File: config.mk
export PLATFORM = sky130hd
export DESIGN_NAME = can_rx_buffer1_control
export DESIGN_NICKNAME = d
export VERILOG_FILES = /design/src/shared/can_rx_pkg.sv /design/src/rtl/can_rx_buffer1_control.sv /design/src/rtl/rx_accept_filter.sv
export VERILOG_INCLUDE_DIRS = /design/src /design/src/shared
export SDC_FILE = /design/constraint.sdc
export NUM_CORES = 1
export LEC_CHECK = 0
export ABC_AREA = 0
export BUFFER_PORTS_ARGS = -buffer_cell sky130_fd_sc_hd__buf_2
export CORE_MARGIN = 8
export CORE_UTILIZATION = 41
export DETAILED_ROUTE_END_ITERATION = 10
export PLACE_DENSITY = 0.88
export SLEW_MARGIN = 0
export SYNTH_ARGS = -nofsm -noshare
export SYNTH_HDL_FRONTEND = slang
export SYNTH_SLANG_ARGS = --single-unit
File: constraint.sdc
create_clock -name clock -period 3.8 [get_ports clock]
set_clock_uncertainty 0.05 [all_clocks]
set_input_delay 0.19 -clock clock [delete_from_list [all_inputs] [get_ports clock]]
set_output_delay 0.19 -clock clock [all_outputs]
set_load 0.02 [all_outputs]
File: src/shared/can_rx_consts.svh
// Register offsets, field positions and reset values of receive buffer 1
`ifndef CAN_RX_CONSTS_SVH
`define CAN_RX_CONSTS_SVH

// ==========================================================
// Register byte offsets
`define CRX_OFF_CTRL 8'h00
`define CRX_OFF_STATUS 8'h04
`define CRX_OFF_CLEAR 8'h08
`define CRX_OFF_ENABLE 8'h0c

// ==========================================================
// Control register fields
`define CRX_FULL_BIT 7
`define CRX_MODE_HI 6
`define CRX_MODE_LO 5
`define CRX_GAP_BIT 4
`define CRX_RTR_BIT 3
`define CRX_HIT_HI 2
`define CRX_HIT_LO 0
`define CRX_CTRL_RESET 8'h00

// ==========================================================
// Event bits of status, clear and enable registers
`define CRX_EV_LOAD 0
`define CRX_EV_DROP 1
`define CRX_EV_W 2
`define CRX_EV_RESET 2'h0

// ==========================================================
// Filter codes
`define CRX_HIT_RESET 3'h0
`define CRX_HIT_MAX 3'h5
`define CRX_HIT_DB_LIMIT 3'h2

`endif

File: src/shared/can_rx_pkg.sv
// Types shared by the receive buffer 1 control logic
`default_nettype none
package can_rx_pkg;

  // ==========================================================
  // Acceptance modes
  typedef enum logic [1:0] {
    MODE_VALID_ALL = 2'b00,
    MODE_VALID_STD = 2'b01,
    MODE_VALID_EXT = 2'b10,
    MODE_ANY = 2'b11
  } accept_mode_type;

  typedef logic [2:0] filter_index_type;

endpackage : can_rx_pkg
`default_nettype wire

File: src/rtl/can_rx_buffer1_control.sv
// Receive buffer 1 control register, acceptance and interrupt logic
//
// The implementer's own choices: the address map and register access over APB.
`timescale 1ns/1ns
`default_nettype none
`include "can_rx_consts.svh"

module can_rx_buffer1_control #(
  parameter int ADDR_W = 8, // APB address width
  parameter int DATA_W = 32 // APB data width
) (
  input wire logic clock, // System clock
  input wire logic rst, // Synchronous reset, active high
  input wire logic psel, // APB select
  input wire logic penable, // APB enable
  input wire logic pwrite, // APB direction, high for write
  input wire logic [ADDR_W-1:0] paddr, // APB byte address
  input wire logic [DATA_W-1:0] pwdata, // APB write data
  output logic [DATA_W-1:0] prdata, // APB read data
  output logic pready, // APB ready
  output logic pslverr, // APB error on unmapped address
  input wire logic msgValid, // Engine offers a message, one cycle
  input wire logic msgError, // Offered message has errors
  input wire logic msgExtended, // Offered message is extended id
  input wire logic msgRemote, // Offered message is remote request
  input wire can_rx_pkg::filter_index_type msgFilter, // Hit filter
  input wire logic doubleBufferEnable, // Buffer 0 overflow enable
  output logic msgLoad, // Store the offered message, one cycle
  output logic rxBufferFullFlag, // Buffer 1 holds a message
  output can_rx_pkg::accept_mode_type rxAcceptMode, // Mode field
  output logic irq // Level interrupt
);
  import can_rx_pkg::*;

  // ==========================================================
  // Elaboration checks
  if (ADDR_W < 8) begin : g_addr_check
    $error("ADDR_W too small for the register map");
  end
  if (DATA_W < 8) begin : g_data_check
    $error("DATA_W must hold the 8-bit control register");
  end

  // ==========================================================
  // Declarations
  logic fullR;
  accept_mode_type modeR;
  logic remoteR;
  filter_index_type hitR;
  logic [`CRX_EV_W-1:0] statusR;
  logic [`CRX_EV_W-1:0] statusNxt;
  logic [`CRX_EV_W-1:0] enableR;
  logic [`CRX_EV_W-1:0] events;
  logic [DATA_W-1:0] prdataR;
  logic [DATA_W-1:0] readMux;
  logic slvErrR;
  logic irqR;
  logic admit;
  logic setupPhase;
  logic accessPhase;
  logic wrCtrl;
  logic wrClear;
  logic wrEnable;
  logic [7:0] ctrlView;

  // ==========================================================
  // Address decode
  function automatic logic isMapped(input logic [ADDR_W-1:0] addr);
    logic [7:0] a;
    a = addr[7:0];
    isMapped = (a == `CRX_OFF_CTRL) || (a == `CRX_OFF_STATUS) ||
               (a == `CRX_OFF_CLEAR) || (a == `CRX_OFF_ENABLE);
    if (ADDR_W > 8) begin
      isMapped = isMapped && (addr >> 8) == '0;
    end
  endfunction : isMapped

  function automatic logic hits(input logic [ADDR_W-1:0] addr,
                                input logic [7:0] off);
    hits = isMapped(addr) && addr[7:0] == off;
  endfunction : hits

  assign setupPhase = psel && !penable;
  assign accessPhase = psel && penable;
  assign wrCtrl = accessPhase && pwrite && hits(paddr, `CRX_OFF_CTRL);
  assign wrClear = accessPhase && pwrite && hits(paddr, `CRX_OFF_CLEAR);
  assign wrEnable = accessPhase && pwrite && hits(paddr, `CRX_OFF_ENABLE);

  // ==========================================================
  // Acceptance
  rx_accept_filter u_accept (
    .rxAcceptMode(modeR),
    .msgError(msgError),
    .msgExtended(msgExtended),
    .msgFilter(msgFilter),
    .doubleBufferEnable(doubleBufferEnable),
    .admit(admit)
  );

  // Only a free buffer takes a message
  assign msgLoad = msgValid && admit && !fullR;

  // ==========================================================
  // Full flag: hardware sets, a write of zero to bit 7 clears
  always_ff @(posedge clock) begin
    if (rst) begin
      fullR <= 1'b0;
    end else if (msgLoad) begin
      fullR <= 1'b1;
    end else if (wrCtrl && !pwdata[`CRX_FULL_BIT]) begin
      fullR <= 1'b0;
    end
  end

  // ==========================================================
  // Mode field
  always_ff @(posedge clock) begin
    if (rst) begin
      modeR <= MODE_VALID_ALL;
    end else if (wrCtrl) begin
      modeR <= accept_mode_type'(pwdata[`CRX_MODE_HI:`CRX_MODE_LO]);
    end
  end

  // ==========================================================
  // Message attributes, captured only on a load
  always_ff @(posedge clock) begin
    if (rst) begin
      remoteR <= 1'b0;
      hitR <= `CRX_HIT_RESET;
    end else if (msgLoad) begin
      remoteR <= msgRemote;
      hitR <= msgFilter;
    end
  end

  // ==========================================================
  // Interrupt status, enable and output
  assign events = {msgValid && fullR, msgLoad};

  // A new event wins over a clear in the same cycle
  always_comb begin
    statusNxt = statusR;
    if (wrClear) begin
      statusNxt = statusNxt & ~pwdata[`CRX_EV_W-1:0];
    end
    statusNxt = statusNxt | events;
  end

  always_ff @(posedge clock) begin
    if (rst) begin
      statusR <= `CRX_EV_RESET;
    end else begin
      statusR <= statusNxt;
    end
  end

  always_ff @(posedge clock) begin
    if (rst) begin
      enableR <= `CRX_EV_RESET;
    end else if (wrEnable) begin
      enableR <= pwdata[`CRX_EV_W-1:0];
    end
  end

  always_ff @(posedge clock) begin
    if (rst) begin
      irqR <= 1'b0;
    end else begin
      irqR <= |(statusR & enableR);
    end
  end

  // ==========================================================
  // Read path, sampled in the setup phase
  always_comb begin
    ctrlView = `CRX_CTRL_RESET;
    ctrlView[`CRX_FULL_BIT] = fullR;
    ctrlView[`CRX_MODE_HI:`CRX_MODE_LO] = modeR;
    ctrlView[`CRX_GAP_BIT] = 1'b0;
    ctrlView[`CRX_RTR_BIT] = remoteR;
    ctrlView[`CRX_HIT_HI:`CRX_HIT_LO] = hitR;
  end

  always_comb begin
    readMux = '0;
    if (hits(paddr, `CRX_OFF_CTRL)) begin
      readMux[7:0] = ctrlView;
    end else if (hits(paddr, `CRX_OFF_STATUS)) begin
      readMux[`CRX_EV_W-1:0] = statusR;
    end else if (hits(paddr, `CRX_OFF_ENABLE)) begin
      readMux[`CRX_EV_W-1:0] = enableR;
    end
  end

  always_ff @(posedge clock) begin
    if (rst) begin
      prdataR <= '0;
      slvErrR <= 1'b0;
    end else if (setupPhase) begin
      prdataR <= pwrite ? '0 : readMux;
      slvErrR <= !isMapped(paddr);
    end
  end

  // ==========================================================
  // Outputs
  assign prdata = prdataR;
  assign pready = accessPhase;
  assign pslverr = accessPhase && slvErrR;
  assign rxBufferFullFlag = fullR;
  assign rxAcceptMode = modeR;
  assign irq = irqR;
endmodule : can_rx_buffer1_control
`default_nettype wire

File: src/rtl/rx_accept_filter.sv
// Acceptance decision for one offered message into receive buffer 1
`timescale 1ns/1ns
`default_nettype none
`include "can_rx_consts.svh"

module rx_accept_filter (
  input wire can_rx_pkg::accept_mode_type rxAcceptMode, // Mode field
  input wire logic msgError, // Offered message has errors
  input wire logic msgExtended, // Offered message is extended id
  input wire can_rx_pkg::filter_index_type msgFilter, // Filter that hit
  input wire logic doubleBufferEnable, // Buffer 0 overflow enable
  output logic admit // Message may enter buffer 1
);
  import can_rx_pkg::*;

  logic modeOk;
  logic hitOk;

  // ==========================================================
  // Mode check
  always_comb begin
    unique case (rxAcceptMode)
      MODE_ANY: modeOk = 1'b1;
      MODE_VALID_EXT: modeOk = !msgError && msgExtended;
      MODE_VALID_STD: modeOk = !msgError && !msgExtended;
      MODE_VALID_ALL: modeOk = !msgError;
    endcase
  end

  // ==========================================================
  // Filter code check: reserved codes never stored, filters 0 and 1
  // only as overflow from buffer 0
  always_comb begin
    hitOk = (msgFilter <= `CRX_HIT_MAX);
    if (msgFilter < `CRX_HIT_DB_LIMIT) begin
      hitOk = doubleBufferEnable;
    end
  end

  assign admit = modeOk && hitOk;

endmodule : rx_accept_filter
`default_nettype wire

==> results of run 1 <==
==> state kept, by name, summed over array words and instances, names as in the netlist <==
signal and count:
remoteR 1, irq 1, slvErrR 1, hitR 3, prdata 7, statusR 2
enableR 2, rxAcceptMode 2, rxBufferFullFlag 1
==> path summary, 6_finish.rpt <==
| kind | to | startpoint | cells past startpoint | slack [ns] |
|---|---|---|---|---|
| worst max register to register | remoteR$_SDFFE_PP0P_ | rxAcceptMode[0]$_SDFFE_PP0P_ | 7 | 2.02 |
| worst min-delay path | rxAcceptMode[0]$_SDFFE_PP0P_ | pwdata[5] | 3 | 0.06 |
| worst max-delay path | msgLoad | rxAcceptMode[0]$_SDFFE_PP0P_ | 7 | 1.59 |
| worst min register to register | prdata[1]$_SDFFE_PP0P_ | prdata[1]$_SDFFE_PP0P_ | 2 | 0.40 |
==> cell type report <==
class / count / area share [%]
Clock buffer: 3 / 1.72
Timing Repair Buffer: 39 / 14.9
Tap cell: 31 / 2.96
Multi-Input combinational cell: 105 / 48.2
Sequential cell: 20 / 30.5
Inverter: 6 / 1.72
==> routing by layer <==
| layer | wire length (um) | track usage [%] | vias up |
|---|---|---|---|
| li1 | - | - | 495 |
| met1 | 1000 | 9.83 | 457 |
| met2 | 1180 | 17.2 | 43 |
| met3 | 305 | 7.30 | 5 |
| met4 | 32 | 4.10 | 0 |
| met5 | 0 | 0 | - |
==> layout by cell type, fill, tap and decap left out, types with 2 or more instances in the layout <==
cell type / instances
o21ai_0: 5
nand4_1: 3
nand2b_1: 6
nor2_1: 12
and3_1: 2
ha_1: 3
nand2_1: 4
or4b_1: 2
inv_1: 5
buf_2: 39
nand3_1: 3
a21oi_1: 10
mux2i_1: 8
o2bb2ai_1: 2
clkbuf_4: 3
nor2b_1: 2
and2_1: 2
dfxtp_1: 20
conb_1: 25
a22oi_1: 6
==> kinds of logic after synthesis <==
group,after synthesis,share of synthesized area (%)
AND/OR/NAND/NOR,43,21.9
buffers and inverters,34,19.0
AO/OA/AOI/OAI,25,13.4
flip-flops,20,34.4
multiplexers,8,6.88
adder cells (fa/ha/maj),3,3.23
other,1,0.322
XOR/XNOR,1,0.753
==> synthesized netlist by cell type (3+ instances only) <==
library cell and count:
nand2_1 4, nand3_1 3, dfxtp_1 20, a22oi_1 6
nor2_1 12, inv_1 5, a21oi_1 10, nand4_1 3
buf_4 25, mux2i_1 8, ha_1 3, clkbuf_1 3
nand2b_1 6, o21ai_0 5
==> through the flow <==
step | hold WS, ns | power (W)
3_3_place_gp | 0.366 | 0.000290
3_5_place_dp | 0.379 | 0.000292
6_report | 0.0623 | 0.000387
4_1_cts | 0.0532 | 0.000393
2_1_floorplan | 0.284 | 0.000288
5_1_grt | 0.0651 | 0.000407
==> critical path: cells and delay by family (launching register included) <==
kind                     cells  cell delay [ns]
adder cells (fa/ha/maj)      1             0.28
buffers and inverters        3             0.31
flip-flops                   1             0.43
AO/OA/AOI/OAI                1             0.35
AND/OR/NAND/NOR              2             0.30
==> power groups by stage <==
stage / Sequential (W) / Combinational, W / Clock [W]
2_1_floorplan: 0.000222 / 0.0000658 / 0
3_3_place_gp: 0.000222 / 0.0000689 / 0
3_5_place_dp: 0.000222 / 0.0000703 / 0
4_1_cts: 0.000217 / 0.0000703 / 0.000106
5_1_grt: 0.000218 / 0.0000781 / 0.000111
6_report: 0.000217 / 0.0000710 / 0.0000993
==> flow_summary_export.csv, run 1 <==
group,metric,value,unit
synthesis,yosys_most_used_dff,"dfxtp_1",
sta,fin_crit,2.21,ns
synthesis,ys_ff_latch,20,
cts,cts_buffer_depth,2,
drt,postRouteAntennaNets,0,
grt,globalRouteOverflowTotal,0,
cts,cts_hold_buf,0,
cts,cts_tree,"built",
sta,rsz0062_at_grt,"no",
worst_setup_path,slowest_stage,"dfxtp_1",
drt,wl,2.52,mm
power,comb_power_share,18.3,%
worst_setup_path,end_kind,"primary output",
cts,clkSinkCount,20,
finish,multi_input_area,632,um^2
synthesis,syn_avg_cell_area,8.62,um^2
power,p_leak,0.653,nW
synthesis,synth_top_area_share,34.4,%
worst_hold_path,holdCritPathClass,"primary input to flip-flop",
drt,route.vias.total,1000,
die,start_util,42.6,%
grt,grt_usage,10.4,%
synthesis,ys_types,31,
finish,fin_cells,204,
synthesis,synth-edff-count,0,
outcome,status,"completed",
sta,fmax,453,MHz
drt,drc,0,
cts,cts_setup_buffers,0,
worst_setup_path,crit_arrival,1.97,ns
cts,clk_latency,0.30,ns
grt,grt_start_max_net_pins,23,
sta,hold_viol,0,
finish,layout-drive-gt1-share,26.6,%
die,rows,19,
power,p_per_area,295,nW/um^2
cts,cts-resized-gates,0,
die,pin_count,92,
synthesis,synth_area,1160,um^2
die,dieArea,4800,um^2
cts,cts-buffers-inserted,3,
finish,layout.area.seq,400,um^2
die,design.core.area,2730,um^2
drt,avgViaCountPerCell,4.90,
power,pwr-share-clk,25.7,%
finish,antennaDiodeCount,0,
placement,dpl.hpwl,2.10,mm
power,p_seq_share,56.0,%
placement,placed_cell_area,1290,um^2
drt,drt-pass1-iter-count,4,
die,die_y,69.3,um
synthesis,synthCells,135,
worst_setup_path,cp-start-kind,"flip-flop",
cts,cts_root_buf,"clkbuf_4",
worst_setup_path,cp_cell_sequence,"inv_1 -> ha_1 -> nor2b_1 -> a221o_1 -> nand3_1 -> inv_2 -> buf_2",
grt,grt_pass1_vias,968,
finish,area.growth.synth_to_final,12.7,%
grt,grt_pass1_wl,4.18,mm
drt,drt-initial-drc-count,28,
placement,dp_slack,1.91,ns
finish,nets,231,
finish,n_fill_cell,289,
finish,final_util,48.0,%
finish,final_area,1310,um^2
grt,antenna_found_initial,0,
sta,finalSetupViolCount,0,
sta,maxSlewViolCount,0,
power,internal_power,0.000273,W
power,peakVddDrop,268,uV
worst_setup_path,worstSetupPathType,"flip-flop to primary output",
die,die-width,69.3,um
drt,wl_per_cell,12.3,um
cts,htreeDepth,1,
run,maxCapViolCount,0,
worst_setup_path,critPathMaxStageDelay,0.43,ns
worst_setup_path,cp_max_fo,6,
power,p_sw_share,29.6,%
placement,place_congestion,0.849,
placement,dp_cells,201,
power,switchingPower,0.000114,W
synthesis,yosysSeqAreaShare,34.4,%
placement,place.port_buffers,39,
sta,worst_slack,1.59,ns
sta,fin_tns_setup,0,ns
synthesis,yosysWarnings,0,
cts,path_clk_slew,0.10,ns
synthesis,yosysTopAreaCell,"dfxtp_1",
sta,fin_crit_sh,58.1,%
worst_setup_path,critical_path_required,3.56,ns
synthesis,async_flop_share,0,%
synthesis,synth_area_leaders,"dfxtp_1 34%, buf_4 16%, mux2i_1 6.9%, a21oi_1 4.3%, a22oi_1 3.9%",
Note: power is estimated with default switching activity, not from simulation.
==> run 2: changes to the inputs <==
CORE_UTILIZATION = 35   (was 41)
PLACE_DENSITY = 0.8   (was 0.88)
clock period = 1.9 ns   (was 3.8 ns; I/O delays follow)
==> flow_summary_export.csv, run 2 (synthesis results as in run 1) <==
group,metric,value,unit
drt,postRouteAntennaNets,0,
worst_setup_path,r2r_setup_slack,0.26,ns
worst_setup_path,worstSetupPathType,"flip-flop to primary output",
finish,nets,247,
drt,route.vias.total,1067,
drt,wl_per_cell,12.1,um
finish,layout-drive-gt1-share,33.2,%
placement,dpl.hpwl,2.23,mm
worst_setup_path,r2r_cells,8,
drt,drt-initial-drc-count,24,
worst_setup_path,cp-start-kind,"flip-flop",
grt,globalRouteOverflowTotal,0,
worst_setup_path,cp-startpoint,"rxAcceptMode[0]$_SDFFE_PP0P_",
finish,final_area,1550,um^2
run,maxCapViolCount,0,
finish,antennaDiodeCount,0,
die,design.core.area,3260,um^2
worst_setup_path,reg2reg_from,"rxAcceptMode[0]$_SDFFE_PP0P_",
power,internal_power,0.000608,W
cts,cts_root_buf,"clkbuf_4",
drt,drc,0,
die,die_y,73.7,um
sta,holdWs,0.0430,ns
drt,drt-pass1-iter-count,4,
power,switchingPower,0.000238,W
worst_setup_path,cp_max_fo,2,
worst_setup_path,r2r_end,"remoteR$_SDFFE_PP0P_",
grt,grt_usage,10.4,%
power,comb_power_share,19.9,%
die,die-width,73.7,um
sta,fmax,554,MHz
die,dieArea,5430,um^2
drt,wl,2.86,mm
die,pin_count,92,
grt,grt-busiest-layer,"met2",
power,p_seq_share,51.2,%
placement,place.port_buffers,39,
placement,placed_cell_area,1330,um^2
cts,cts_tree,"built",
worst_setup_path,endpoint,"msgLoad",
placement,place_congestion,0.749,
worst_setup_path,critical_path_required,1.75,ns
power,peakVddDrop,329,uV
cts,path_clk_slew,0.11,ns
sta,hold_viol,0,
sta,maxSlewViolCount,0,
die,start_util,35.7,%
finish,layout_commonest_cell,"buf_2",
grt,grt_pass1_vias,1026,
cts,cts_buffer_depth,2,
cts,htreeDepth,1,
sta,finalSetupViolCount,0,
power,pwr-share-clk,28.9,%
worst_setup_path,crit_arrival,1.66,ns
worst_setup_path,end_kind,"primary output",
grt,grt_pass1_wl,4.50,mm
drt,avgViaCountPerCell,4.52,
die,rows,21,
power,p_per_area,547,nW/um^2
grt,antenna_found_initial,0,
finish,area.growth.synth_to_final,32.9,%
power,p_sw_share,28.2,%
cts,cts-buffers-inserted,3,
grt,grt_use_met2,18.5,%
power,p_leak,0.741,nW
grt,grt_start_max_net_pins,23,
finish,largest_reg_flops,7,
finish,final_cell_mix,"38 x buf_2, 25 x conb_1, 18 x dfxtp_1, 12 x nor2_1, 10 x a21oi_1",
sta,fin_crit_sh,95.0,%
grt,grtUsageMet1,10.1,%
outcome,status,"completed",
worst_hold_path,holdCritPathClass,"primary input to flip-flop",
cts,clkSinkCount,20,
sta,fin_crit,1.80,ns
grt,grt_use_met3,6.00,%
cts,clk_latency,0.30,ns
run 2: cell count changes in the layout (fill, tap and decap cells not counted), moves of 2 or more:
cell / change
ha_1: -2
ha_4: +2
buf_6: +2
inv_1: -2
dfxtp_1: -2
dlygate4sd3_1: +9
dfxtp_2: +2
buf_4: +6
run 2: layer usage:
layer | share of wire, % | wire (um) | vias to the layer above
li1 | - | - | 527
met1 | 37 | 1060 | 497
met2 | 49 | 1410 | 41
met3 | 13 | 367 | 2
met4 | 0.56 | 16 | 0
met5 | 0 | 0 | -
run 2: repair_timing:
item,CTS,global route
setup buffers,3,1
hold buffers,6,3
setup endpoints to repair,1,1
hold endpoints to repair,6,3
pin swaps,1,3
gates resized for setup,5,10
run 2: area by class of cell:
cell class / instances / area, um^2
clock buffer: 4 / 36.3
fill: 353 / 1710
tap: 46 / 57.6
sequential: 20 / 403
timing repair buffer: 55 / 348
multi-input combinational: 105 / 677
inverter: 6 / 25.0
run 2: worst min path at each step:
stage | start | to | slack (ns) | depth (start not counted)
6_report | pwrite | prdata[0]$_SDFFE_PP0P_ | 0.04 | 3
5_1_grt | pwrite | prdata[1]$_SDFFE_PP0P_ | 0.02 | 3
4_1_cts | msgFilter[1] | hitR[1]$_SDFFE_PP0P_ | 0.0008 | 3
3_5_place_dp | pwdata[6] | rxAcceptMode[1]$_SDFFE_PP0P_ | 0.28 | 3
3_3_place_gp | pwdata[6] | rxAcceptMode[1]$_SDFFE_PP0P_ | 0.27 | 3
2_1_floorplan | pwdata[0] | enableR[0]$_SDFFE_PP0P_ | 0.19 | 2
run 2: metrics by stage:
| stage | power, W | worst slack (ns) | std cells | util, % | TNS (ns) |
|---|---|---|---|---|---|
| finish | 0.000846 | 0.0956 | 236 | 47.5 | 0 |
| detailed placement | 0.000587 | 0.227 | 219 | 40.8 | 0 |
| CTS | 0.000853 | 0.0170 | 232 | 44.9 | 0 |
| global placement | 0.000584 | 0.222 | 219 | 40.8 | 0 |
| global route | 0.000903 | -0.00599 | 236 | 47.5 | -0.00599 |
| floorplan | 0.000575 | 0.0835 | 159 | - | 0 |
run 2: power by group through the flow:
stage,Combinational [W],Clock (W),Sequential [W]
6_report,0.000168,0.000244,0.000434
5_1_grt,0.000184,0.000283,0.000436
4_1_cts,0.000161,0.000258,0.000434
3_5_place_dp,0.000143,0,0.000443
3_3_place_gp,0.000140,0,0.000443
2_1_floorplan,0.000132,0,0.000444
run 2: critical path, cell delays in order (launching register included):
cell and delay, ns:
dfxtp_2 0.36, inv_2 0.04, ha_4 0.23, nor2b_4 0.12, a221o_1 0.34, nand3_2 0.10
inv_2 0.05, buf_6 0.12
==> run 3: changes to the inputs <==
PLACE_DENSITY = default   (was 0.8)
PLACE_DENSITY_LB_ADDON = 0.15   (was default)
==> flow_summary_export.csv, run 3 (synthesis results as in run 1) <==
group,metric,value,unit
outcome,status,"completed",
worst_setup_path,cp-start-kind,"flip-flop",
power,peakVddDrop,317,uV
sta,hold_viol,0,
cts,htreeDepth,1,
drt,wl_per_cell,11.9,um
power,switchingPower,0.000243,W
finish,n_fill_cell,348,
sta,fin_crit,1.82,ns
finish,layout.area.seq,403,um^2
cts,clk_latency,0.30,ns
worst_setup_path,cp_cell_sequence,"buf_6 -> ha_4 -> xor2_2 -> a221o_1 -> nand3_2 -> inv_2 -> buf_6",
die,start_util,35.7,%
die,die_y,73.7,um
die,design.core.area,3260,um^2
grt,grt_pass1_vias,1008,
placement,dp_slack,0.204,ns
finish,fin_cells,232,
cts,clkSinkCount,20,
worst_setup_path,critPathMaxStageDelay,0.34,ns
power,p_per_area,562,nW/um^2
power,comb_power_share,19.2,%
grt,globalRouteOverflowTotal,0,
worst_setup_path,crit_top_cell,"buf_6",
cts,path_clk_slew,0.12,ns
finish,final_util,46.2,%
run,maxCapViolCount,0,
drt,wl,2.75,mm
finish,largest_reg_flops,7,
cts,cts-buffers-inserted,3,
sta,fmax,551,MHz
finish,final_cell_mix,"38 x buf_2, 25 x conb_1, 18 x dfxtp_1, 12 x nor2_1, 10 x a21oi_1",
power,finalPower,0.000846,W
placement,place.port_buffers,39,
power,p_leak,0.723,nW
worst_setup_path,worstSetupPathType,"flip-flop to primary output",
worst_setup_path,r2r_setup_slack,0.14,ns
cts,cts_root_buf,"clkbuf_4",
grt,grt_usage,9.79,%
drt,postRouteAntennaNets,0,
finish,nets,243,
worst_setup_path,slowest_stage,"dfxtp_2",
finish,antennaDiodeCount,0,
sta,finalSetupViolCount,0,
grt,grt_start_max_net_pins,23,
power,internal_power,0.000604,W
worst_setup_path,cp_num_buf_inv,3,
placement,dp_cells,218,
placement,place_congestion,0.788,
worst_hold_path,holdCritPathClass,"primary input to flip-flop",
power,p_seq_share,51.3,%
placement,dpl.hpwl,2.23,mm
cts,cts_tree,"built",
die,dieArea,5430,um^2
worst_setup_path,crit_arrival,1.67,ns
worst_setup_path,end_kind,"primary output",
drt,avgViaCountPerCell,4.37,
finish,multi_input_area,677,um^2
die,die-width,73.7,um
sta,maxSlewViolCount,0,
die,pin_count,92,
cts,cts_buffer_depth,2,
finish,area.growth.synth_to_final,29.5,%
sta,fin_crit_sh,95.6,%
finish,layout-drive-gt1-share,32.8,%
die,rows,21,
grt,grt_pass1_wl,4.33,mm
drt,route.vias.total,1014,
grt,antenna_found_initial,0,
drt,drt-pass1-iter-count,4,
power,p_sw_share,28.7,%
sta,worst_slack,0.0837,ns
sta,fin_tns_setup,0,ns
drt,drt-initial-drc-count,45,
finish,layout_commonest_cell,"buf_2",
worst_setup_path,critical_path_required,1.75,ns
worst_setup_path,cp_max_fo,5,
worst_setup_path,path_delay_family,"flip-flops",
power,pwr-share-clk,29.5,%
drt,drc,0,
sta,rsz0062_at_grt,"no",
[run 3: cell types whose count changed in the layout (fill, tap and decap cells not counted)]
cell           delta
inv_1             +1
buf_4             -1
inv_4             -1
dlygate4sd3_1     -3
[run 3: final cells by class]
cell class | count | share of cell area, %
Inverter | 6 | 1.50
Tap cell | 46 | 3.82
Multi-Input combinational cell | 105 | 44.9
Sequential cell | 20 | 26.7
Timing Repair Buffer | 51 | 20.6
Clock buffer | 4 | 2.41
[run 3: path summary, 6_finish.rpt]
kind	from	to	depth (start not counted)
min reg2reg	prdata[0]$_SDFFE_PP0P_	prdata[0]$_SDFFE_PP0P_	2
max reg2reg	rxAcceptMode[0]$_SDFFE_PP0P_	remoteR$_SDFFE_PP0P_	9
max	rxAcceptMode[0]$_SDFFE_PP0P_	msgLoad	7
min	msgRemote	remoteR$_SDFFE_PP0P_	3
[run 3: tightest hold or removal path, delay by kind of cell]
family / cells / cell delay, ns
buffers and inverters: 1 / 0.10
muxes: 1 / 0.06
and+or+nand+nor: 1 / 0.06
[run 3: repair_timing]
action,CTS,global route
resized for setup,5,8
hold buffers,6,0
buffers inserted,3,1
endpoints found under the setup margin,1,1
pin swaps,1,1
endpoints found under the hold margin,6,0
[run 3: power by group through the flow]
stage / clock network [W] / logic, W / registers, W
after floorplan: 0 / 0.000132 / 0.000444
after global placement: 0 / 0.000140 / 0.000443
after detailed placement: 0 / 0.000141 / 0.000444
after CTS: 0.000254 / 0.000159 / 0.000434
after global routing: 0.000267 / 0.000179 / 0.000435
final: 0.000250 / 0.000163 / 0.000434
[run 3: metrics by stage]
stage                     hold WS, ns  cell area, um^2
after floorplan                 0.189             1250
after global placement          0.284             1320
after detailed placement        0.295             1320
after CTS                     0.00499             1460
after global routing           0.0120             1510
final                         0.00320             1510
[run 3: metal layers]
metal	track usage [%]	wire, um	up-vias
li1	-	-	519
met1	11.5	1190	458
met2	16.2	1290	35
met3	3.14	246	2
met4	3.33	18	0
met5	0	0	-
